<file path="config.mk">
export PLATFORM = sky130hd
export DESIGN_NAME = clk_gen
export DESIGN_NICKNAME = d
export VERILOG_FILES = /design/src/verilog/clk_gen_pkg.sv /design/src/verilog/pll_channel.sv /design/src/verilog/clk_gen.sv
export SDC_FILE = /design/constraint.sdc
export NUM_CORES = 1
export LEC_CHECK = 0
export ABC_AREA = 1
export BUFFER_PORTS_ARGS = -buffer_cell sky130_fd_sc_hd__buf_4
export CORE_UTILIZATION = 40
export DETAILED_ROUTE_END_ITERATION = 8
export PLACE_DENSITY = 0.65
export SLEW_MARGIN = 10
export SYNTH_ARGS = -nofsm -noshare
export SYNTH_HDL_FRONTEND = slang
export SYNTH_SLANG_ARGS = --single-unit
</file>
<file path="constraint.sdc">
create_clock -name aclk -period 1.6 [get_ports aclk]
set_input_delay 0.08 -clock aclk [delete_from_list [all_inputs] [get_ports aclk]]
set_output_delay 0.08 -clock aclk [all_outputs]
set_load 0.1 [all_outputs]
</file>
<file path="src/verilog/clk_gen_pkg.sv">
// Constants, register map and carrier types of the clock generation block.
// Assumes one 100 MHz register clock and a 32-bit AXI4-Lite register bus.
package clk_gen_pkg;

  localparam int AXI_ADDR_W = 12;
  localparam int AXI_DATA_W = 32;

  // Register byte offsets
  localparam logic [11:0] OSC_CTRL_OFS = 12'h000;
  localparam logic [11:0] MAIN_DIV_OFS = 12'h004;
  localparam logic [11:0] AUX_DIV_OFS  = 12'h008;
  localparam logic [11:0] AUX_CTRL_OFS = 12'h00c;

  // Oscillator control fields
  localparam int NEW_SRC_LSB   = 0;
  localparam int CUR_SRC_LSB   = 4;
  localparam int SRC_W         = 3;
  localparam int SW_REQ_BIT    = 8;
  localparam int MAIN_LOCK_BIT = 9;
  localparam int AUX_LOCK_BIT  = 10;
  localparam int SW_BUSY_BIT   = 11;

  // Divider register fields, same layout for both multipliers
  localparam int PRE_LSB   = 0;
  localparam int PRE_W     = 4;
  localparam int FB_LSB    = 8;
  localparam int FB_W      = 8;
  localparam int POST1_LSB = 16;
  localparam int POST2_LSB = 20;
  localparam int POST_W    = 3;

  // Auxiliary control fields
  localparam int AUX_EN_BIT  = 0;
  localparam int AUX_RUN_BIT = 1;
  localparam int AUX_REQ_BIT = 2;

  localparam logic [1:0] RESP_OKAY   = 2'h0;
  localparam logic [1:0] RESP_SLVERR = 2'h2;

  typedef enum logic [2:0] {
    SRC_FAST_RC      = 3'h0,
    SRC_FAST_RC_PLL  = 3'h1,
    SRC_PRIMARY      = 3'h2,
    SRC_PRIMARY_PLL  = 3'h3,
    SRC_LOW_POWER_RC = 3'h5,
    SRC_BACKUP_RC    = 3'h6
  } src_t;

  typedef struct packed {
    logic [2:0] post2;
    logic [2:0] post1;
    logic [7:0] feedback;
    logic [3:0] prescaler;
  } div_cfg_t;

  typedef struct packed {
    logic fast_rc;
    logic primary;
    logic low_power;
    logic backup;
  } osc_ready_t;

  localparam src_t     SRC_RST = SRC_FAST_RC;
  localparam div_cfg_t DIV_RST = '{post2: 3'h1, post1: 3'h4, feedback: 8'h96, prescaler: 4'h1};

endpackage : clk_gen_pkg

</file>
<file path="src/verilog/pll_channel.sv">
// One frequency multiplier channel: holds the applied divider set and run state.
// Assumes the analog multiplier reports lock synchronously to aclk.
`timescale 1ns/100ps
module pll_channel (
  input  wire logic                aclk,
  input  wire logic                aresetn,
  input  wire logic                ce,
  input  wire logic                enable,
  input  wire logic                in_use,
  input  wire logic                lock_in,
  input  wire clk_gen_pkg::div_cfg_t cfg_req,
  output clk_gen_pkg::div_cfg_t    cfg_out,
  output logic                     run,
  output logic                     locked
);

  clk_gen_pkg::div_cfg_t cfg_r;
  clk_gen_pkg::div_cfg_t cfg_nxt;
  logic                  run_r;
  logic                  run_nxt;
  logic                  locked_r;
  logic                  locked_nxt;

  always_comb begin
    cfg_nxt    = cfg_r;
    run_nxt    = enable;
    locked_nxt = run_r & lock_in;
    if (ce) begin
      cfg_nxt.post1 = cfg_req.post1;
      cfg_nxt.post2 = cfg_req.post2;
      // Loop dividers move only while unused
      if (!in_use) begin
        cfg_nxt.prescaler = cfg_req.prescaler;
        cfg_nxt.feedback  = cfg_req.feedback;
      end
    end else begin
      run_nxt    = run_r;
      locked_nxt = locked_r;
    end
  end

  always_ff @(posedge aclk) begin
    if (!aresetn) begin
      cfg_r    <= clk_gen_pkg::DIV_RST;
      run_r    <= 1'b0;
      locked_r <= 1'b0;
    end else begin
      cfg_r    <= cfg_nxt;
      run_r    <= run_nxt;
      locked_r <= locked_nxt;
    end
  end

  assign cfg_out = cfg_r;
  assign run     = run_r;
  assign locked  = locked_r;

endmodule : pll_channel

</file>
<file path="src/verilog/clk_gen.sv">
// Clock generation control: source switch, main and auxiliary multipliers.
// Assumes oscillator ready and lock inputs are synchronous to aclk and
// that an external glitch-free mux follows sys_source.
// Operation
// Fast RC or primary may feed main multiplier
// Software keeps main input 8 to 64 MHz
// Phase detector 8 MHz up to VCO/16
// Software keeps main VCO 400-1600 MHz
// VCO is input times feedback over prescaler
// Output further divided by both post dividers
// Loop dividers change only off multiplier sources
// No direct switch between multiplier sources; code allows a direct 001 to 011 switch
// Code 001 plus request selects fast RC multiplied
// Auxiliary multiplier independent of system clock
// Software keeps auxiliary input 8 to 64 MHz
// Aux phase detector 8 MHz up to VCO/16
// Software keeps aux VCO 400-1600 MHz
// Aux VCO is input times feedback over prescaler
// Aux output further divided by post dividers
// Aux runs only when enabled and requested
// Instruction clock is system clock over two
// Code 011 selects primary multiplied, then lock
// Old source holds until new runs, then clears request
`timescale 1ns/100ps
module clk_gen (
  input  wire logic                     aclk,
  input  wire logic                     aresetn,
  input  wire logic                     ce,
  input  wire logic [11:0]              s_axi_awaddr,
  input  wire logic                     s_axi_awvalid,
  output logic                          s_axi_awready,
  input  wire logic [31:0]              s_axi_wdata,
  input  wire logic [3:0]               s_axi_wstrb,
  input  wire logic                     s_axi_wvalid,
  output logic                          s_axi_wready,
  output logic [1:0]                    s_axi_bresp,
  output logic                          s_axi_bvalid,
  input  wire logic                     s_axi_bready,
  input  wire logic [11:0]              s_axi_araddr,
  input  wire logic                     s_axi_arvalid,
  output logic                          s_axi_arready,
  output logic [31:0]                   s_axi_rdata,
  output logic [1:0]                    s_axi_rresp,
  output logic                          s_axi_rvalid,
  input  wire logic                     s_axi_rready,
  input  wire clk_gen_pkg::osc_ready_t  osc_ready,
  input  wire logic                     main_lock_in,
  input  wire logic                     aux_lock_in,
  input  wire logic                     aux_clock_request,
  output clk_gen_pkg::src_t             sys_source,
  output logic                          main_input_primary,
  output logic                          main_run,
  output clk_gen_pkg::div_cfg_t         main_cfg,
  output logic                          aux_run,
  output clk_gen_pkg::div_cfg_t         aux_cfg,
  output logic                          instr_clk_en
);

  typedef enum {SW_IDLE, SW_WAIT, SW_CHANGE} sw_state_t;

  // Register file and switch state
  clk_gen_pkg::src_t     new_source_select_r, new_source_select_nxt;
  clk_gen_pkg::src_t     cur_src_r, cur_src_nxt;
  clk_gen_pkg::src_t     tgt_src_r, tgt_src_nxt;
  logic                  switch_request_bit_r, switch_request_bit_nxt;
  sw_state_t             sw_state_r, sw_state_nxt;
  clk_gen_pkg::div_cfg_t main_div_r, main_div_nxt;
  clk_gen_pkg::div_cfg_t aux_div_r, aux_div_nxt;
  logic                  aux_multiplier_enable_r, aux_multiplier_enable_nxt;
  logic                  instr_phase_r, instr_phase_nxt;

  // Bus state
  logic                  aw_have_r, aw_have_nxt;
  logic [11:0]           awaddr_r, awaddr_nxt;
  logic                  w_have_r, w_have_nxt;
  logic [31:0]           wdata_r, wdata_nxt;
  logic [3:0]            wstrb_r, wstrb_nxt;
  logic                  bvalid_r, bvalid_nxt;
  logic [1:0]            bresp_r, bresp_nxt;
  logic                  rvalid_r, rvalid_nxt;
  logic [31:0]           rdata_r, rdata_nxt;
  logic [1:0]            rresp_r, rresp_nxt;

  logic                  main_locked;
  logic                  aux_locked;
  logic                  aux_running;
  logic                  do_write;
  logic [11:0]           wr_word;
  logic [11:0]           rd_word;
  logic [31:0]           wr_merged;
  logic                  sw_clear;
  logic                  tgt_ready;
  logic                  main_in_use;
  logic [31:0]           osc_img;
  logic [31:0]           main_img;
  logic [31:0]           aux_img;
  logic [31:0]           auxc_img;

  function automatic logic [31:0] merge_bytes(input logic [31:0] old_v,
                                              input logic [31:0] new_v,
                                              input logic [3:0]  strb);
    logic [31:0] res;
    res = old_v;
    for (int i = 0; i < 4; i++) begin
      if (strb[i]) res[i*8 +: 8] = new_v[i*8 +: 8];
    end
    return res;
  endfunction : merge_bytes

  function automatic logic [31:0] div_image(input clk_gen_pkg::div_cfg_t d);
    logic [31:0] img;
    img = '0;
    img[clk_gen_pkg::PRE_LSB +: clk_gen_pkg::PRE_W]     = d.prescaler;
    img[clk_gen_pkg::FB_LSB +: clk_gen_pkg::FB_W]       = d.feedback;
    img[clk_gen_pkg::POST1_LSB +: clk_gen_pkg::POST_W]  = d.post1;
    img[clk_gen_pkg::POST2_LSB +: clk_gen_pkg::POST_W]  = d.post2;
    return img;
  endfunction : div_image

  function automatic clk_gen_pkg::div_cfg_t div_fields(input logic [31:0] v);
    clk_gen_pkg::div_cfg_t d;
    d.prescaler = v[clk_gen_pkg::PRE_LSB +: clk_gen_pkg::PRE_W];
    d.feedback  = v[clk_gen_pkg::FB_LSB +: clk_gen_pkg::FB_W];
    d.post1     = v[clk_gen_pkg::POST1_LSB +: clk_gen_pkg::POST_W];
    d.post2     = v[clk_gen_pkg::POST2_LSB +: clk_gen_pkg::POST_W];
    return d;
  endfunction : div_fields

  function automatic logic is_pll(input clk_gen_pkg::src_t s);
    return (s == clk_gen_pkg::SRC_FAST_RC_PLL) || (s == clk_gen_pkg::SRC_PRIMARY_PLL);
  endfunction : is_pll

  // Multiplied codes need only their input running
  function automatic logic src_ready(input clk_gen_pkg::src_t s,
                                     input clk_gen_pkg::osc_ready_t r);
    logic ok;
    case (s)
      clk_gen_pkg::SRC_FAST_RC,
      clk_gen_pkg::SRC_FAST_RC_PLL:  ok = r.fast_rc;
      clk_gen_pkg::SRC_PRIMARY,
      clk_gen_pkg::SRC_PRIMARY_PLL:  ok = r.primary;
      clk_gen_pkg::SRC_LOW_POWER_RC: ok = r.low_power;
      clk_gen_pkg::SRC_BACKUP_RC:    ok = r.backup;
      default:                       ok = 1'b0;
    endcase
    return ok;
  endfunction : src_ready

  function automatic logic src_valid(input logic [2:0] c);
    case (c)
      clk_gen_pkg::SRC_FAST_RC, clk_gen_pkg::SRC_FAST_RC_PLL,
      clk_gen_pkg::SRC_PRIMARY, clk_gen_pkg::SRC_PRIMARY_PLL,
      clk_gen_pkg::SRC_LOW_POWER_RC, clk_gen_pkg::SRC_BACKUP_RC: return 1'b1;
      default: return 1'b0;
    endcase
  endfunction : src_valid

  // Bus handshakes; ce low stalls every channel
  assign s_axi_awready = ce & ~aw_have_r & ~bvalid_r;
  assign s_axi_wready  = ce & ~w_have_r & ~bvalid_r;
  assign s_axi_arready = ce & ~rvalid_r;
  assign do_write      = ce & aw_have_r & w_have_r & ~bvalid_r;
  assign wr_word       = {awaddr_r[11:2], 2'h0};
  assign rd_word       = {s_axi_araddr[11:2], 2'h0};

  assign main_in_use = is_pll(cur_src_r);
  assign tgt_ready   = src_ready(tgt_src_r, osc_ready);

  always_comb begin
    osc_img = '0;
    osc_img[clk_gen_pkg::NEW_SRC_LSB +: clk_gen_pkg::SRC_W] = new_source_select_r;
    osc_img[clk_gen_pkg::CUR_SRC_LSB +: clk_gen_pkg::SRC_W] = cur_src_r;
    osc_img[clk_gen_pkg::SW_REQ_BIT]    = switch_request_bit_r;
    osc_img[clk_gen_pkg::MAIN_LOCK_BIT] = main_locked;
    osc_img[clk_gen_pkg::AUX_LOCK_BIT]  = aux_locked;
    osc_img[clk_gen_pkg::SW_BUSY_BIT]   = (sw_state_r != SW_IDLE);
    main_img = div_image(main_div_r);
    aux_img  = div_image(aux_div_r);
    auxc_img = '0;
    auxc_img[clk_gen_pkg::AUX_EN_BIT]  = aux_multiplier_enable_r;
    auxc_img[clk_gen_pkg::AUX_RUN_BIT] = aux_running;
    auxc_img[clk_gen_pkg::AUX_REQ_BIT] = aux_clock_request;
    case (wr_word)
      clk_gen_pkg::OSC_CTRL_OFS: wr_merged = merge_bytes(osc_img, wdata_r, wstrb_r);
      clk_gen_pkg::MAIN_DIV_OFS: wr_merged = merge_bytes(main_img, wdata_r, wstrb_r);
      clk_gen_pkg::AUX_DIV_OFS:  wr_merged = merge_bytes(aux_img, wdata_r, wstrb_r);
      clk_gen_pkg::AUX_CTRL_OFS: wr_merged = merge_bytes(auxc_img, wdata_r, wstrb_r);
      default:                   wr_merged = '0;
    endcase
  end

  always_comb begin
    new_source_select_nxt     = new_source_select_r;
    cur_src_nxt               = cur_src_r;
    tgt_src_nxt               = tgt_src_r;
    sw_state_nxt              = sw_state_r;
    main_div_nxt              = main_div_r;
    aux_div_nxt               = aux_div_r;
    aux_multiplier_enable_nxt = aux_multiplier_enable_r;
    instr_phase_nxt           = instr_phase_r;
    aw_have_nxt               = aw_have_r;
    awaddr_nxt                = awaddr_r;
    w_have_nxt                = w_have_r;
    wdata_nxt                 = wdata_r;
    wstrb_nxt                 = wstrb_r;
    bvalid_nxt                = bvalid_r;
    bresp_nxt                 = bresp_r;
    rvalid_nxt                = rvalid_r;
    rdata_nxt                 = rdata_r;
    rresp_nxt                 = rresp_r;
    sw_clear                  = 1'b0;
    switch_request_bit_nxt    = switch_request_bit_r;
    if (ce) begin
      // Stands in for the selected source
      instr_phase_nxt = ~instr_phase_r;
      // Old source drives until the target runs
      case (sw_state_r)
        SW_IDLE: begin
          if (switch_request_bit_r) begin
            tgt_src_nxt = new_source_select_r;
            if (src_valid(new_source_select_r) && new_source_select_r != cur_src_r) begin
              sw_state_nxt = SW_WAIT;
            end else begin
              sw_clear = 1'b1;
            end
          end
        end
        SW_WAIT: begin
          if (tgt_ready) sw_state_nxt = SW_CHANGE;
        end
        SW_CHANGE: begin
          cur_src_nxt  = tgt_src_r;
          sw_clear     = 1'b1;
          sw_state_nxt = SW_IDLE;
        end
        default: sw_state_nxt = SW_IDLE;
      endcase
      if (sw_clear) switch_request_bit_nxt = 1'b0;
      // Write address and data may arrive in either order
      if (s_axi_awvalid && s_axi_awready) begin
        aw_have_nxt = 1'b1;
        awaddr_nxt  = s_axi_awaddr;
      end
      if (s_axi_wvalid && s_axi_wready) begin
        w_have_nxt = 1'b1;
        wdata_nxt  = s_axi_wdata;
        wstrb_nxt  = s_axi_wstrb;
      end
      if (do_write) begin
        aw_have_nxt = 1'b0;
        w_have_nxt  = 1'b0;
        bvalid_nxt  = 1'b1;
        bresp_nxt   = clk_gen_pkg::RESP_OKAY;
        case (wr_word)
          clk_gen_pkg::OSC_CTRL_OFS: begin
            new_source_select_nxt =
              clk_gen_pkg::src_t'(wr_merged[clk_gen_pkg::NEW_SRC_LSB +: clk_gen_pkg::SRC_W]);
            // A set arriving with the hardware clear wins
            if (wr_merged[clk_gen_pkg::SW_REQ_BIT]) switch_request_bit_nxt = 1'b1;
          end
          clk_gen_pkg::MAIN_DIV_OFS: main_div_nxt = div_fields(wr_merged);
          clk_gen_pkg::AUX_DIV_OFS:  aux_div_nxt  = div_fields(wr_merged);
          clk_gen_pkg::AUX_CTRL_OFS:
            aux_multiplier_enable_nxt = wr_merged[clk_gen_pkg::AUX_EN_BIT];
          default: bresp_nxt = clk_gen_pkg::RESP_SLVERR;
        endcase
      end
      if (bvalid_r && s_axi_bready) bvalid_nxt = 1'b0;
      if (rvalid_r && s_axi_rready) rvalid_nxt = 1'b0;
      if (s_axi_arvalid && s_axi_arready) begin
        rvalid_nxt = 1'b1;
        rresp_nxt  = clk_gen_pkg::RESP_OKAY;
        case (rd_word)
          clk_gen_pkg::OSC_CTRL_OFS: rdata_nxt = osc_img;
          clk_gen_pkg::MAIN_DIV_OFS: rdata_nxt = main_img;
          clk_gen_pkg::AUX_DIV_OFS:  rdata_nxt = aux_img;
          clk_gen_pkg::AUX_CTRL_OFS: rdata_nxt = auxc_img;
          default: begin
            rdata_nxt = '0;
            rresp_nxt = clk_gen_pkg::RESP_SLVERR;
          end
        endcase
      end
    end
  end

  always_ff @(posedge aclk) begin
    if (!aresetn) begin
      new_source_select_r     <= clk_gen_pkg::SRC_RST;
      cur_src_r               <= clk_gen_pkg::SRC_RST;
      tgt_src_r               <= clk_gen_pkg::SRC_RST;
      switch_request_bit_r    <= 1'b0;
      sw_state_r              <= SW_IDLE;
      main_div_r              <= clk_gen_pkg::DIV_RST;
      aux_div_r               <= clk_gen_pkg::DIV_RST;
      aux_multiplier_enable_r <= 1'b0;
      instr_phase_r           <= 1'b0;
      aw_have_r               <= 1'b0;
      awaddr_r                <= '0;
      w_have_r                <= 1'b0;
      wdata_r                 <= '0;
      wstrb_r                 <= '0;
      bvalid_r                <= 1'b0;
      bresp_r                 <= clk_gen_pkg::RESP_OKAY;
      rvalid_r                <= 1'b0;
      rdata_r                 <= '0;
      rresp_r                 <= clk_gen_pkg::RESP_OKAY;
    end else begin
      new_source_select_r     <= new_source_select_nxt;
      cur_src_r               <= cur_src_nxt;
      tgt_src_r               <= tgt_src_nxt;
      switch_request_bit_r    <= switch_request_bit_nxt;
      sw_state_r              <= sw_state_nxt;
      main_div_r              <= main_div_nxt;
      aux_div_r               <= aux_div_nxt;
      aux_multiplier_enable_r <= aux_multiplier_enable_nxt;
      instr_phase_r           <= instr_phase_nxt;
      aw_have_r               <= aw_have_nxt;
      awaddr_r                <= awaddr_nxt;
      w_have_r                <= w_have_nxt;
      wdata_r                 <= wdata_nxt;
      wstrb_r                 <= wstrb_nxt;
      bvalid_r                <= bvalid_nxt;
      bresp_r                 <= bresp_nxt;
      rvalid_r                <= rvalid_nxt;
      rdata_r                 <= rdata_nxt;
      rresp_r                 <= rresp_nxt;
    end
  end

  // Runs for current or pending multiplied source
  pll_channel u_main (
    .aclk    (aclk),
    .aresetn (aresetn),
    .ce      (ce),
    .enable  (main_in_use | (sw_state_r != SW_IDLE && is_pll(tgt_src_r))),
    .in_use  (main_in_use),
    .lock_in (main_lock_in),
    .cfg_req (main_div_r),
    .cfg_out (main_cfg),
    .run     (main_run),
    .locked  (main_locked)
  );

  // Auxiliary multiplier ignores the system source entirely
  pll_channel u_aux (
    .aclk    (aclk),
    .aresetn (aresetn),
    .ce      (ce),
    .enable  (aux_multiplier_enable_r & aux_clock_request),
    .in_use  (aux_running),
    .lock_in (aux_lock_in),
    .cfg_req (aux_div_r),
    .cfg_out (aux_cfg),
    .run     (aux_running),
    .locked  (aux_locked)
  );

  // Follows the pending target so the loop settles first
  assign main_input_primary = (sw_state_r != SW_IDLE)
                              ? (tgt_src_r == clk_gen_pkg::SRC_PRIMARY_PLL)
                              : (cur_src_r == clk_gen_pkg::SRC_PRIMARY_PLL);
  assign sys_source   = cur_src_r;
  assign aux_run      = aux_running;
  assign instr_clk_en = instr_phase_r;
  assign s_axi_bvalid = bvalid_r;
  assign s_axi_bresp  = bresp_r;
  assign s_axi_rvalid = rvalid_r;
  assign s_axi_rdata  = rdata_r;
  assign s_axi_rresp  = rresp_r;

endmodule : clk_gen

</file>
Word level (Yosys, flattened, before mapping)
Index checks and enable logic that the tools add are counted.

word-level totals
  register bits after elaboration = 199

cells by class
  equality and inequality tests = 24
  multiplexer cells = 41
  bitwise gates (word level) = 19
  reduce and logical (&&, ||, !) cells = 41

operator list
  operator                                               count
  one-hot mux 23 bit (4 select lines)                    2
  2-to-1 mux 32 bit                                      3
  2-to-1 mux 8 bit                                       8
  one-hot mux 32 bit (2 select lines)                    1
  equality test 10 x 2 -> 1 bit (second input constant)  4
  equality test 32 x 1 -> 1 bit (second input constant)  1
  equality test 32 x 2 -> 1 bit (second input constant)  1
  zero test 32 bit                                       1
  nonzero test 32 bit                                    1
  zero test 12 bit                                       2
  AND reduction 2 bit                                    11
  2-to-1 mux 7 bit                                       3
  equality test 10 x 1 -> 1 bit (second input constant)  2
  2-to-1 mux 1 bit                                       20
  equality test 3 x 2 -> 1 bit (second input constant)   5
  AND reduction 3 bit                                    5
  equality test 3 bit (second input constant)            4
  bitwise AND 1 bit                                      11
  equality test 3 x 1 -> 1 bit (second input constant)   3
  nonzero test 2 bit                                     4
  OR reduction 4 bit                                     2
  logical AND 1 bit                                      7
  inverter 1 bit                                         7
  zero test 3 bit                                        2
  other kinds (10)                                       15

Logic depth before layout (Yosys ltp)
  depth in word-level cells = 15
  gate-level depth with buffers = 10
  gate-level depth less buffers = 10

By module
From an unflattened synthesis, not the netlist that was laid out.

second synthesis, totals
  cell total of the unflattened synthesis = 976
  area, all modules = 6819.0 um^2

by module, submodules not included
  module       times used  cells each  area an instance (um^2)  seq. area each (um^2)
  clk_gen      1           770         5307.6                   2162.1
  pll_channel  2           103         755.7                    400.4

Worst setup path after synthesis
Ideal clock, no wire load.

  path kind = reg2out
  from = register cur_src_r[0] (netlist: sys_source[0])
  to = output port main_input_primary
  arrival time = 3.442 ns
  path slack = -1.922 ns
  stages on the path, launching flop included = 3
  cells stage by stage = dfxtp_1 > nand2_1 > o31ai_1

between the ends
  word-level cells in the longest chain between the ends = 2

RTL lines
  element                       line            source
  from (decl)                   clk_gen.sv:63   clk_gen_pkg::src_t cur_src_r, cur_src_nxt;
  from (signal assigned)        clk_gen.sv:290  cur_src_r <= clk_gen_pkg::SRC_RST;
  from (signal assigned)        clk_gen.sv:310  cur_src_r <= cur_src_nxt;
  equality test 3 x 2 -> 1 bit  clk_gen.sv:362  : (cur_src_r == clk_gen_pkg::SRC_PRIMARY_PLL);
  2-to-1 mux 1 bit              clk_gen.sv:361  ? (tgt_src_r == clk_gen_pkg::SRC_PRIMARY_PLL)
  to (decl)                     clk_gen.sv:51   output logic main_input_primary,

Every way passes these cells.

Worst setup path in the final report
  from = register sw_state_r[0]
  to = output port main_input_primary

between the ends
  word-level cells in the longest chain between the ends = 2

RTL lines
  element                 line            source
  from (decl)             clk_gen.sv:66   sw_state_t sw_state_r, sw_state_nxt;
  from (signal assigned)  clk_gen.sv:313  sw_state_r <= sw_state_nxt;
  nonzero test 32 bit     clk_gen.sv:360  assign main_input_primary = (sw_state_r != SW_IDLE)
  2-to-1 mux 1 bit        clk_gen.sv:361

Every way passes these cells.

==> metrics.md <==
| Metric | Value |
|---|---|
| Num rows | `47` |
| Port buffer count | `126` |
| Yosys reg bits | `148` |
| CTS tree | `built` |
| Avg Inst Size Synth | `7.56 sq um` |
| Hold/Removal Path Class | `primary input to flop` |
| Remaining DRCs | `0` |
| Number of global-route vias before repair | `5778` |
| Chip Width | `133 um` |
| Largest cells by area after synthesis | `dfxtp_1 (43%), nand2_1 (7.8%), o21ai_0 (7.3%), a21oi_1 (6.4%), nor2_1 (6.1%)` |
| # setup viols final | `0` |
| Clk_lat worst skew | `430 ps` |
| Post-synthesis sequential area ratio | `43.5%` |
| RSZ-0062 raised after global routing | `true` |
| Total I/O pin count | `159` |
| Tcrit/Tclk final | `96.6%` |
| Final Core Density | `55.2%` |
| Router iterations before antenna repair | `5` |
| Final ANT Viol Nets | `0` |
| HPWL after DPL | `13700 um` |
| Clock transition at path regs | `60 ps` |
| CP Launch Type | `flop` |
| Mapped cell area | `0.00681 sq mm` |
| Synth area leader | `dfxtp_1` |
| Pwr Density | `1060 mW/mm^2` |
| Antenna violations before repair | `0` |
| Via density | `5.08` |
| Hold slack final | `89.6 ps` |
| CP max FO | `3` |
| Commonest non-fill, non-tap cell in the layout | `buf_4` |
| Fillers | `1584` |
| Diode count | `0` |
| Core Box Area | `0.0166 sq mm` |
| Critical R2R Launch | `awaddr_r[9]` |
| Total track usage | `22.3%` |
| Fmax | `647 MHz` |
| Layout cells sized above 1 | `26.8%` |
| Largest net degree at the start of global routing | `52` |
| Die height | `133 um` |
| Synth top area share | `43.5%` |
| Nets | `1150` |
| Final Wtd Congestion | `0.878` |
| Synthesis Warnings | `0` |
| Multi-input gate area | `0.00336 sq mm` |
| Status | `finished, final reports clean` |
| Root Buffer | `clkbuf_16` |
| Start point of the critical path | `sw_state_r[0]` |
| VDD IR-drop max | `752 uV` |
| Number of buffers created by CTS | `17` |
| Finished Cell Area | `0.00915 sq mm` |
| Die area | `0.0176 sq mm` |
| HP Start | `s_axi_awvalid` |
| FF/Latch Area | `0.00298 sq mm` |
| Hold Violations, Final | `0` |
| Initial Util | `41.1%` |
| # placed instances | `1226` |
| DRT iter0 DRCs | `420` |
| CP Class | `flop to output port` |
| Clk buf depth | `2` |
| Area delta synth->final | `34.4%` |
| Required @ worst endpoint | `1520 ps` |
| Final std cells w/o fill | `1308` |
| Avg WL per Cell | `14.9 um` |
| Commonest cells after routing, fill and taps aside | `buf_4 (156), nand2_1 (139), dfxtp_1 (139)` |
| Post-synthesis cell count | `901` |
| Fin. max-slew vios | `0` |
| Cell variety after synth | `43` |
| Max-Cap Viols | `0` |
| Total Power | `0.00970 W` |
| Vias post-DR | `6644` |
| Skew final | `11.7 ps` |
| Setup crit end kind | `output port` |
| Leakage | `3.89 nW` |
| GR Overflow Total | `0` |
| DP Area | `0.00798 sq mm` |
| Final WL | `19500 um` |
| H-tree levels | `4` |
| Clock sink total | `148` |
| Critical path arrival | `1460 ps` |
| Final min period | `1540 ps` |
| R2R Setup Slk | `100 ps` |
| First-pass GRT wire length | `30700 um` |
[final timing paths]
kind	endpoint	cells past startpoint
max reg2reg	main_div_r[12]	8
max	main_input_primary	4
min	awaddr_r[4]	3
min reg2reg	s_axi_rdata[17]	2
[area by class of cell]
| class | instances | share of cell area (%) |
|---|---|---|
| clock buffer | 21 | 5.26 |
| tap | 220 | 3.01 |
| multi-input combinational | 647 | 36.7 |
| inverter | 55 | 2.35 |
| timing repair buffer | 206 | 18.8 |
| clock inverter | 11 | 1.34 |
| sequential | 148 | 32.6 |
[logic make-up (layout without fill, tap and decap cells)]
family                    Yosys count  count (layout)  share of synthesized area [%]
and+or+nand+nor                   392             392                           27.6
AOI/OAI and AO/OA                 240             240                           19.5
DFF                               148             148                           43.5
buffers and inverters             118             293                           9.11
xor gates and xnor gates            2               2                          0.257
other                               1              13                         0.0550
[worst max-delay path, cell delays in order, from the launching register on]
cell     delay [ps]
dfxtp_2         340
nor2_4          180
inv_4            60
o31ai_4         250
buf_12          210
[state kept, by name, indices dropped and copies added, names as in the netlist, 2 cells and up]
signal,flops
new_source_select_r,3
wdata_r,18
u_main.cfg_out,18
tgt_src_r,3
aux_div_r,18
wstrb_r,3
awaddr_r,10
u_aux.cfg_out,18
s_axi_rdata,21
sw_state_r,2
main_div_r,18
sys_source,3
[synthesized netlist by cell type, drive strengths merged]
master and count:
nand2 150, dfxtp 148, nor2 126, o21ai 107, a21oi 100, nand3 99, inv 53, buf 38
clkbuf 25, o211ai 12, o22ai 10, o21a 7, or2 6, nor3 5, clkinv 2, nand3b 2
nand4 2, nor4 2, xnor2 2, a21boi 1, a31oi 1, conb 1, o221a 1, o31ai 1
[per-stage QoR]
step	setup TNS, ps	setup WS (ps)
finish	0	55.2
global route	-28.4	-11.6
CTS	0	19.9
detailed placement	0	78.5
global placement	0	104
floorplan	-5940	-205
[power breakdown]
part / internal, W / total, W / switching [W]
registers: 0.00381 / 0.00391 / 0.0000977
logic: 0.000509 / 0.00175 / 0.00124
clock network: 0.00247 / 0.00404 / 0.00157
total: 0.00679 / 0.00970 / 0.00291
[metal layers]
| layer | track usage, % | part of all wire [%] |
|---|---|---|
| met5 | 0 | 0 |
| met4 | 8.43 | 1.8 |
| met3 | 5.02 | 7.0 |
| met2 | 33.1 | 44 |
| met1 | 31.2 | 48 |
[timing repair]
item / 4_1_cts / 5_1_grt
setup buffers: 1 / 9
setup endpoints to repair: 1 / 25
hold endpoints to repair: 52 / 0
pin swaps: 2 / 7
hold buffers: 40 / 0
gates resized for setup: 8 / 20
Power figures use the tool's default switching activity.
